<file path="src/nfc_pkg.sv">
package nfc_pkg;
    // ----------------------------------------------------------------
    // Command codes
    // ----------------------------------------------------------------
    localparam logic [7:0] CMD_READ_A = 8'h00;
    localparam logic [7:0] CMD_READ_B = 8'h01;
    localparam logic [7:0] CMD_READ_SPARE = 8'h50;
    localparam logic [7:0] CMD_READ_ID = 8'h90;
    localparam logic [7:0] CMD_RESET = 8'hFF;
    localparam logic [7:0] CMD_PROG = 8'h80;
    localparam logic [7:0] CMD_PROG_GO = 8'h10;
    localparam logic [7:0] CMD_ERASE = 8'h60;
    localparam logic [7:0] CMD_ERASE_GO = 8'hD0;
    localparam logic [7:0] CMD_STATUS = 8'h70;

    // ----------------------------------------------------------------
    // Geometry and timing
    // ----------------------------------------------------------------
    localparam int PAGE_COLS = 528;
    localparam int HALF_COLS = 256;
    localparam int SPARE_BASE = 512;
    localparam int SPARE_LAST = 527;
    localparam int PAGES_PER_BLOCK = 32;
    localparam int BLOCKS = 1024;
    localparam int CLK_NS = 100;
    localparam int STROBE_NS = 100;
    localparam int STROBE_CYC = (STROBE_NS + CLK_NS - 1) / CLK_NS;
    localparam logic [3:0] STROBE_CYC4 = 4'(STROBE_CYC);

    // ----------------------------------------------------------------
    // Operation kinds
    // ----------------------------------------------------------------
    typedef enum logic [2:0] {
        NFC_OP_READ = 3'b000,
        NFC_OP_READ_ID = 3'b001,
        NFC_OP_STATUS = 3'b010,
        NFC_OP_PROG = 3'b011,
        NFC_OP_ERASE = 3'b100,
        NFC_OP_RESET = 3'b101
    } nfc_op_t;

    // Request from the user side
    typedef struct packed {
        nfc_op_t op;
        logic spare;      // read of the spare area (50h)
        logic [9:0] col;  // 0..527
        logic [14:0] row; // block and page
        logic [9:0] count; // bytes to move
    } nfc_req_t;

    // Pin group toward the flash
    typedef struct packed {
        logic chip_sel_n;
        logic cmd_latch;
        logic addr_latch;
        logic write_strobe_n;
        logic output_strobe_n;
        logic spare_access_n;
    } nfc_pins_t;
endpackage

</file>
<file path="src/nfc_buf2.sv">
`timescale 1ns/1ps
`default_nettype none
// Two-entry buffer; full throughput with registered ready.
module nfc_buf2 #(
    parameter int W = 8
) (
    input wire logic ref_clk,
    input wire logic rst_n,
    input wire logic in_valid,
    output logic in_ready,
    input wire logic [W-1:0] in_data,
    output logic out_valid,
    input wire logic out_ready,
    output logic [W-1:0] out_data
);
    logic [W-1:0] mem_q [2];
    logic [W-1:0] mem_d [2];
    logic rd_q, rd_d, wr_q, wr_d;
    logic [1:0] cnt_q, cnt_d;

    // ----------------------------------------------------------------
    // Next state
    // ----------------------------------------------------------------
    always_comb begin
        logic push;
        logic pop;
        push = in_valid && (cnt_q != 2'd2);
        pop = (cnt_q != 2'd0) && out_ready;
        mem_d = mem_q;
        wr_d = wr_q;
        rd_d = rd_q;
        if (push) begin
            mem_d[wr_q] = in_data;
            wr_d = ~wr_q;
        end
        if (pop) begin
            rd_d = ~rd_q;
        end
        cnt_d = cnt_q + {1'b0, push} - {1'b0, pop};
    end

    always_ff @(posedge ref_clk or negedge rst_n) begin
        if (!rst_n) begin
            mem_q[0] <= '0;
            mem_q[1] <= '0;
            rd_q <= 1'b0;
            wr_q <= 1'b0;
            cnt_q <= 2'd0;
        end else begin
            mem_q <= mem_d;
            rd_q <= rd_d;
            wr_q <= wr_d;
            cnt_q <= cnt_d;
        end
    end

    assign in_ready = (cnt_q != 2'd2);
    assign out_valid = (cnt_q != 2'd0);
    assign out_data = mem_q[rd_q];
endmodule // nfc_buf2
`default_nettype wire

</file>
<file path="src/nfc_host.sv">
// Functional notes
// - Bytes written by write strobe pulse, chip selected
// - Command/address latch strobes qualify written bytes
// - Three address cycles for read and program: column, row low, row high
// - Program 80h, address, data, 10h; reads addressed
// - Erase 60h, two row cycles, D0h
// - Spare read 50h needs spare enable low
// - Spare enable high blocks spare; keep static
`timescale 1ns/1ps
`default_nettype none
module nfc_host
    import nfc_pkg::*;
(
    input wire logic ref_clk,
    input wire logic rst_n,
    // User request port
    input wire logic req_valid,
    output logic req_ready,
    input wire nfc_req_t req,
    // Write data toward the flash
    input wire logic wdata_valid,
    output logic wdata_ready,
    input wire logic [7:0] wdata,
    // Read data from the flash
    output logic rdata_valid,
    input wire logic rdata_ready,
    output logic [7:0] rdata,
    output logic done,
    // Flash pins
    output nfc_pins_t pins,
    output logic [7:0] byte_port_o,
    output logic byte_port_oe,
    input wire logic [7:0] byte_port_i,
    input wire logic ready_busy_n
);
    typedef enum logic [3:0] {
        ST_IDLE = 4'b0000,
        ST_CMD = 4'b0001,
        ST_ADDR = 4'b0010,
        ST_WDATA = 4'b0011,
        ST_CMD2 = 4'b0100,
        ST_WAIT_BSY = 4'b0101,
        ST_WAIT_RDY = 4'b0110,
        ST_RDATA = 4'b0111,
        ST_PUSH = 4'b1000,
        ST_FINISH = 4'b1001
    } nfc_state_t;

    // ----------------------------------------------------------------
    // Pin synchronisers
    // ----------------------------------------------------------------
    logic [7:0] bp_s1_q, bp_s2_q;
    logic rb_s1_q, rb_s2_q;
    always_ff @(posedge ref_clk or negedge rst_n) begin
        if (!rst_n) begin
            bp_s1_q <= 8'h00;
            bp_s2_q <= 8'h00;
            rb_s1_q <= 1'b1;
            rb_s2_q <= 1'b1;
        end else begin
            bp_s1_q <= byte_port_i;
            bp_s2_q <= bp_s1_q;
            rb_s1_q <= ready_busy_n;
            rb_s2_q <= rb_s1_q;
        end
    end

    // ----------------------------------------------------------------
    // Sequencer state
    // ----------------------------------------------------------------
    nfc_state_t st_q, st_d;
    nfc_req_t r_q, r_d;
    nfc_pins_t pin_q, pin_d;
    logic [7:0] out_q, out_d;
    logic oe_q, oe_d;
    logic [1:0] idx_q, idx_d;    // address cycle index
    logic [3:0] tmr_q, tmr_d;    // strobe phase timer
    logic ph_q, ph_d;            // 0 = strobe low, 1 = strobe high
    logic [9:0] left_q, left_d;
    logic done_q, done_d;
    logic rdy_q, rdy_d;
    logic [7:0] cap_q, cap_d;
    logic push_v;
    logic fifo_in_ready;
    logic wrdy_q, wrdy_d;

    // Read data passes through a buffer so a stalled consumer stalls reads
    nfc_buf2 #(.W(8)) u_rbuf (
        .ref_clk(ref_clk),
        .rst_n(rst_n),
        .in_valid(push_v),
        .in_ready(fifo_in_ready),
        .in_data(cap_q),
        .out_valid(rdata_valid),
        .out_ready(rdata_ready),
        .out_data(rdata)
    );

    assign push_v = (st_q == ST_PUSH);

    // First command byte of an operation
    function automatic logic [7:0] first_cmd(input nfc_req_t q);
        unique case (q.op)
            NFC_OP_READ: begin
                if (q.spare) begin
                    first_cmd = CMD_READ_SPARE;
                end else if (q.col >= 10'(HALF_COLS)) begin
                    first_cmd = CMD_READ_B;
                end else begin
                    first_cmd = CMD_READ_A;
                end
            end
            NFC_OP_READ_ID: first_cmd = CMD_READ_ID;
            NFC_OP_STATUS: first_cmd = CMD_STATUS;
            NFC_OP_PROG: first_cmd = CMD_PROG;
            NFC_OP_ERASE: first_cmd = CMD_ERASE;
            default: first_cmd = CMD_RESET;
        endcase
    endfunction

    // Number of address cycles per operation
    function automatic logic [1:0] addr_cycles(input nfc_op_t op);
        unique case (op)
            NFC_OP_READ, NFC_OP_PROG: addr_cycles = 2'd3;
            NFC_OP_ERASE: addr_cycles = 2'd2;
            NFC_OP_READ_ID: addr_cycles = 2'd1;
            default: addr_cycles = 2'd0;
        endcase
    endfunction

    // ----------------------------------------------------------------
    // Next-state logic
    // ----------------------------------------------------------------
    always_comb begin
        logic strobe_end;
        st_d = st_q;
        r_d = r_q;
        pin_d = pin_q;
        out_d = out_q;
        oe_d = oe_q;
        idx_d = idx_q;
        tmr_d = (tmr_q != 4'd0) ? tmr_q - 4'd1 : 4'd0;
        ph_d = ph_q;
        left_d = left_q;
        done_d = 1'b0;
        rdy_d = 1'b0;
        cap_d = cap_q;
        strobe_end = (tmr_q == 4'd0);
        unique case (st_q)
            ST_IDLE: begin
                pin_d.cmd_latch = 1'b0;
                pin_d.addr_latch = 1'b0;
                oe_d = 1'b0;
                rdy_d = 1'b1;
                if (req_valid && rdy_q) begin
                    rdy_d = 1'b0;
                    r_d = req;
                    // only reset/status go out while busy
                    if (rb_s2_q || req.op == NFC_OP_RESET ||
                        req.op == NFC_OP_STATUS) begin
                        // spare enable follows request, kept static
                        pin_d.spare_access_n = ~req.spare;
                        pin_d.chip_sel_n = 1'b0;
                        pin_d.cmd_latch = 1'b1;
                        pin_d.write_strobe_n = 1'b0;
                        out_d = first_cmd(req);
                        oe_d = 1'b1;
                        tmr_d = STROBE_CYC4;
                        ph_d = 1'b0;
                        idx_d = 2'd0;
                        left_d = req.count;
                        st_d = ST_CMD;
                    end else begin
                        st_d = ST_FINISH;
                    end
                end
            end
            ST_CMD, ST_ADDR, ST_CMD2, ST_WDATA: begin
                if (strobe_end && !ph_q) begin
                    pin_d.write_strobe_n = 1'b1; // rising edge latches
                    ph_d = 1'b1;
                    tmr_d = STROBE_CYC4;
                end else if (strobe_end && ph_q) begin
                    pin_d.cmd_latch = 1'b0;
                    pin_d.addr_latch = 1'b0;
                    ph_d = 1'b0;
                    tmr_d = STROBE_CYC4;
                    if (st_q == ST_ADDR) begin
                        idx_d = idx_q + 2'd1;
                    end
                    if ((st_q == ST_CMD && addr_cycles(r_q.op) != 2'd0) ||
                        (st_q == ST_ADDR &&
                         idx_q + 2'd1 != addr_cycles(r_q.op))) begin
                        st_d = ST_ADDR;
                        pin_d.addr_latch = 1'b1;
                        pin_d.write_strobe_n = 1'b0;
                        out_d = (r_q.op == NFC_OP_ERASE) ? r_q.row[7:0]
                            : r_q.col[7:0];
                        if (st_q == ST_ADDR) begin
                            out_d = (idx_q == 2'd0 &&
                                     r_q.op != NFC_OP_ERASE)
                                ? r_q.row[7:0] : {1'b0, r_q.row[14:8]};
                        end
                    end else if (st_q == ST_WDATA && wdata_valid &&
                                 left_q > 10'd1) begin
                        left_d = left_q - 10'd1;
                        pin_d.write_strobe_n = 1'b0;
                        out_d = wdata;
                    end else if (r_q.op == NFC_OP_PROG &&
                                 st_q != ST_CMD2 && st_q != ST_WDATA &&
                                 left_q != 10'd0) begin
                        st_d = ST_WDATA; // page data into register
                        tmr_d = 4'd0;
                        ph_d = 1'b1;
                        left_d = left_q + 10'd1;
                    end else if ((r_q.op == NFC_OP_PROG ||
                                  r_q.op == NFC_OP_ERASE) &&
                                 st_q != ST_CMD2) begin
                        if (st_q != ST_WDATA || left_q <= 10'd1) begin
                            st_d = ST_CMD2;
                            pin_d.cmd_latch = 1'b1;
                            pin_d.write_strobe_n = 1'b0;
                            out_d = (r_q.op == NFC_OP_PROG) ? CMD_PROG_GO
                                                            : CMD_ERASE_GO;
                        end else begin
                            // Wait for write data
                            tmr_d = 4'd0;
                            ph_d = 1'b1;
                        end
                    end else begin
                        oe_d = 1'b0;
                        st_d = ST_WAIT_BSY;
                        tmr_d = 4'd4;
                    end
                end
            end
            ST_WAIT_BSY: begin
                if (strobe_end) begin
                    st_d = ST_WAIT_RDY;
                end
            end
            ST_WAIT_RDY: begin
                if (rb_s2_q || r_q.op == NFC_OP_STATUS) begin
                    if (r_q.op == NFC_OP_PROG || r_q.op == NFC_OP_ERASE ||
                        r_q.op == NFC_OP_RESET || left_q == 10'd0) begin
                        st_d = ST_FINISH;
                    end else begin
                        st_d = ST_RDATA;
                        pin_d.output_strobe_n = 1'b0;
                        tmr_d = 4'd3;
                        ph_d = 1'b0;
                    end
                end
            end
            ST_RDATA: begin
                if (strobe_end && !ph_q) begin
                    cap_d = bp_s2_q;
                    pin_d.output_strobe_n = 1'b1;
                    left_d = left_q - 10'd1;
                    st_d = ST_PUSH;
                end
            end
            ST_PUSH: begin
                if (fifo_in_ready) begin
                    if (left_q == 10'd0) begin
                        st_d = ST_FINISH;
                    end else begin
                        st_d = ST_RDATA; // next falling edge
                        pin_d.output_strobe_n = 1'b0;
                        tmr_d = 4'd3;
                    end
                end
            end
            ST_FINISH: begin
                // deselect after reads; next read resends 00h, 01h or 50h
                if (!(rb_s2_q == 1'b0 && (r_q.op == NFC_OP_PROG ||
                                          r_q.op == NFC_OP_ERASE))) begin
                    pin_d.chip_sel_n = 1'b1;
                end
                done_d = 1'b1;
                st_d = ST_IDLE;
            end
            default: st_d = ST_IDLE;
        endcase
        wrdy_d = (st_d == ST_WDATA) && ph_d && (tmr_d == 4'd0) &&
                 (left_d > 10'd1);
    end

    // ----------------------------------------------------------------
    // State registers
    // ----------------------------------------------------------------
    always_ff @(posedge ref_clk or negedge rst_n) begin
        if (!rst_n) begin
            st_q <= ST_IDLE;
            r_q <= '0;
            pin_q <= 6'h27;
            out_q <= 8'h00;
            oe_q <= 1'b0;
            idx_q <= 2'd0;
            tmr_q <= 4'd0;
            ph_q <= 1'b0;
            left_q <= 10'd0;
            done_q <= 1'b0;
            rdy_q <= 1'b0;
            cap_q <= 8'h00;
            wrdy_q <= 1'b0;
        end else begin
            st_q <= st_d;
            r_q <= r_d;
            pin_q <= pin_d;
            out_q <= out_d;
            oe_q <= oe_d;
            idx_q <= idx_d;
            tmr_q <= tmr_d;
            ph_q <= ph_d;
            left_q <= left_d;
            done_q <= done_d;
            rdy_q <= rdy_d;
            cap_q <= cap_d;
            wrdy_q <= wrdy_d;
        end
    end

    assign pins = pin_q;
    assign byte_port_o = out_q;
    assign byte_port_oe = oe_q;
    assign done = done_q;
    assign req_ready = rdy_q;
    assign wdata_ready = wrdy_q;
endmodule // nfc_host
`default_nettype wire

</file>
<file path="config.mk">
export PLATFORM = sky130hd
export DESIGN_NAME = nfc_host
export DESIGN_NICKNAME = d
export VERILOG_FILES = /design/src/nfc_pkg.sv /design/src/nfc_buf2.sv /design/src/nfc_host.sv
export SDC_FILE = /design/constraint.sdc
export NUM_CORES = 1
export LEC_CHECK = 0
export BUFFER_PORTS_ARGS = -buffer_cell sky130_fd_sc_hd__buf_2
export CELL_PAD_IN_SITES_DETAIL_PLACEMENT = 0
export CELL_PAD_IN_SITES_GLOBAL_PLACEMENT = 2
export CORE_MARGIN = 4
export CORE_UTILIZATION = 36
export DETAILED_ROUTE_END_ITERATION = 10
export PLACE_DENSITY_LB_ADDON = 0.1
export SLEW_MARGIN = 20
export SYNTH_ARGS = -nofsm -noshare
export SYNTH_HDL_FRONTEND = slang
export SYNTH_HIERARCHICAL = 1
export SYNTH_SLANG_ARGS = --single-unit
</file>
<file path="constraint.sdc">
create_clock -name ref_clk -period 4.55 [get_ports ref_clk]
set_input_delay 0.2275 -clock ref_clk [delete_from_list [all_inputs] [get_ports ref_clk]]
set_output_delay 0.2275 -clock ref_clk [all_outputs]
set_load 0.005 [all_outputs]
</file>
==> out/metrics.yaml <==
synth:
  yosys_warnings: 6
  postSynthAreaPerCell_um2: 9.869
  synthCells: 621
  ys.flop_type: "dfrtp_1"
  ys_ff_latch: 111
  synth_cell_types: 87
  netlist_area_um2: 6128
  seq_area_frac_synth_pct: 45.45
  synth-edff-count: 0
  synthArstFlopShare_pct: 100.0
  syn_nets: 688
drt:
  route.vias.total: 5154
  routedWlPerCell_um: 18.92
  drcViolationCount: 0
  drt_iter0_drc: 311
  vias_per_cell: 5.524
  routed_wl_mm: 17.66
  drtPass1Iterations: 5
  drtAntennaViolNets: 0
clock_tree:
  clock_tree.root_cell: "clkbuf_16"
  ctsLongestPathBuffers: 2
  clock-sinks: 111
  htreeDepth: 3
  clock_latency_ns: 0.36
  clkTransAtPathRegs_ns: 0.08
  cts_tree: "done"
  cts_buffers: 9
cells_and_area:
  seq_area_um2: 2785
  final_common_cell: "dfrtp_1"
  n_fill_cell: 1656
  multiInputGateArea_um2: 3118
  fin_cells: 933
  layout_common_cells: "dfrtp_1, buf_2, nand2_1"
  final_util_pct: 43.24
  fin_nets: 775
  area.growth.synth_to_final_pct: 17.42
  drive_gt1_share_pct: 28.19
  diodes: 0
floorplanning:
  die-width_um: 138.5
  rows: 47
  die_y_um: 138.5
  ios: 88
  start_util_pct: 36.82
  core_um2: 16640
  die_area_um2: 19180
grt:
  grt_pass1_vias: 5246
  grt_antenna_before_repair: 0
  grt_start_max_net_pins: 67
  track_usage_pct: 18.76
  grt-ovfl-total: 0
  grt_pass1_wl_mm: 29.01
worst_setup_path:
  cp_max_fo: 12
  start_kind: "flop"
  crit_arrival_ns: 4.09
  crit_type: "reg2reg"
  r2r_end: "wdata_ready"
  crit_required_ns: 4.80
  r2r_setup_slack_ns: 0.71
  endpoint_kind: "flop"
  reg2reg_from: "idx_q[0]"
  worst-r2r-cell-count: 10
  cp-startpoint: "idx_q[0]"
  cp-endpoint: "wdata_ready"
timing:
  min_period_over_period_pct: 84.29
  setup_viol: 0
  hold_ws_ns: -0.01094
  fmax_ghz: 0.2607
  min_period_ns: 3.835
  slew_headroom_pct: 32.14
  hold_viol_final: 9
  setup_tns_ns: 0
  skew_ns: 0.01247
  rsz0062_at_grt: "false"
  tightest_slew_ns: 1.007
  slew_viol_final: 0
status:
  violations: "hold timing"
  status: "finished, violations left"
run:
  maxCapViolations: 0
power:
  vdd_ir_drop_max_uv: 251.1
  powerDensity_nw_per_um2: 628.2
  p_leak_nw: 3.126
placed_design:
  placed_cells: 908
  portBuffers: 87
  gp_congestion: 0.9210
  hpwl_mm: 12.99
worst_hold_path:
  hold_class: "in2async"
[how the worst min path moves through the flow]
stage / endpoint / from / slack, ns / cells after the start
floorplan: bp_s1_q[0] / rst_n / -0.07 / 0
global placement: bp_s2_q[3] / bp_s1_q[3] / 0.33 / 0
detailed placement: bp_s2_q[2] / bp_s1_q[2] / 0.33 / 0
CTS: pins[3] / rst_n / 0.02 / 1
global route: req_ready / req_valid / 0.06 / 2
finish: r_q[29] / rst_n / -0.01 / 1
[cell type report]
class,instances,area share [%]
Inverter,21,1.095
Sequential cell,111,38.71
Multi-Input combinational cell,453,43.33
Clock buffer,11,3.373
Tap cell,220,3.825
Clock inverter,5,0.6608
Timing Repair Buffer,112,9.007
[metrics by stage]
step / power [mW] / worst slack [ns] / instance area [um^2]
2_1_floorplan: 3.050 / 1.359 / 6128
3_3_place_gp: 3.734 / 0.8473 / 6815
3_5_place_dp: 3.737 / 0.7737 / 6815
4_1_cts: 4.554 / 0.7513 / 7196
5_1_grt: 4.864 / 0.5121 / 7196
6_report: 4.520 / 0.7147 / 7196
[layer usage]
metal	GRT usage, %	wire length, um
met1	26.13	8298
met2	30.81	8409
met3	3.073	724
met4	4.368	224
met5	0	0
[sequential cells by signal, indices dropped and copies added, names as in the netlist, 2 cells and up]
| name | cells |
|---|---|
| byte_port_o | 8 |
| tmr_q | 4 |
| pins | 6 |
| left_q | 10 |
| bp_s2_q | 8 |
| st_q | 4 |
| idx_q | 2 |
| bp_s1_q | 8 |
| u_rbuf/mem_q | 16 |
| u_rbuf/cnt_q | 2 |
| cap_q | 8 |
| r_q | 26 |
[cell families (layout without fill, tap and decap cells)]
logic type	Yosys count	count (layout)	synth area share, %
buf+inv	57	149	3.716
fa+ha+maj	6	6	1.225
mux	51	51	9.330
xor+xnor	13	13	1.858
flops	111	111	45.45
simple gates	222	222	19.85
compound gates	161	161	18.58
[power breakdown]
part	leakage, nW	switching, mW	internal (mW)	total [mW]
clock network	0.140	0.396	0.399	0.795
registers	1.39	0.328	1.28	1.61
logic	1.60	1.24	0.880	2.12
[critical path, stage by stage, from the launching register on]
cell	delay, ns
dfrtp_1	0.45
inv_1	0.07
ha_1	0.36
xnor2_1	0.16
a2111oi_2	0.51
o21a_1	0.52
o211ai_1	0.19
xnor2_1	0.19
a2111oi_2	0.47
or4b_1	0.51
o31a_1	0.29
[cell usage after synthesis (4+ instances only)]
library cell,instances,share of area [%]
dfrtp_1,105,43
nand2_1,69,4.2
mux2_2,49,9.0
nor2_1,48,2.9
o21ai_0,35,2.9
a21oi_1,32,2.6
clkbuf_1,28,1.7
inv_1,21,1.3
nor3_1,18,1.5
nand3_1,14,1.1
o211ai_1,9,1.1
o22ai_1,9,0.92
xnor2_1,8,1.1
a211oi_1,7,0.86
a31oi_1,7,0.71
nand2b_1,7,0.71
dfstp_2,6,2.6
ha_1,6,1.2
o311ai_0,6,0.86
a21o_1,5,0.61
nor4_1,5,0.51
or3_1,5,0.51
or4_1,5,0.61
xor2_1,5,0.71
buf_2,4,0.33
nor3b_1,4,0.49
o2111ai_1,4,0.57
o21a_1,4,0.49
o21ai_1,4,0.33
[what timing repair did]
| action | in CTS | in global routing |
|---|---|---|
| resized for setup | 0 | 0 |
| hold buffers | 9 | 0 |
| setup buffers | 0 | 0 |
| endpoints found under the hold margin | 9 | 0 |
(Power assumes the default switching activity.)
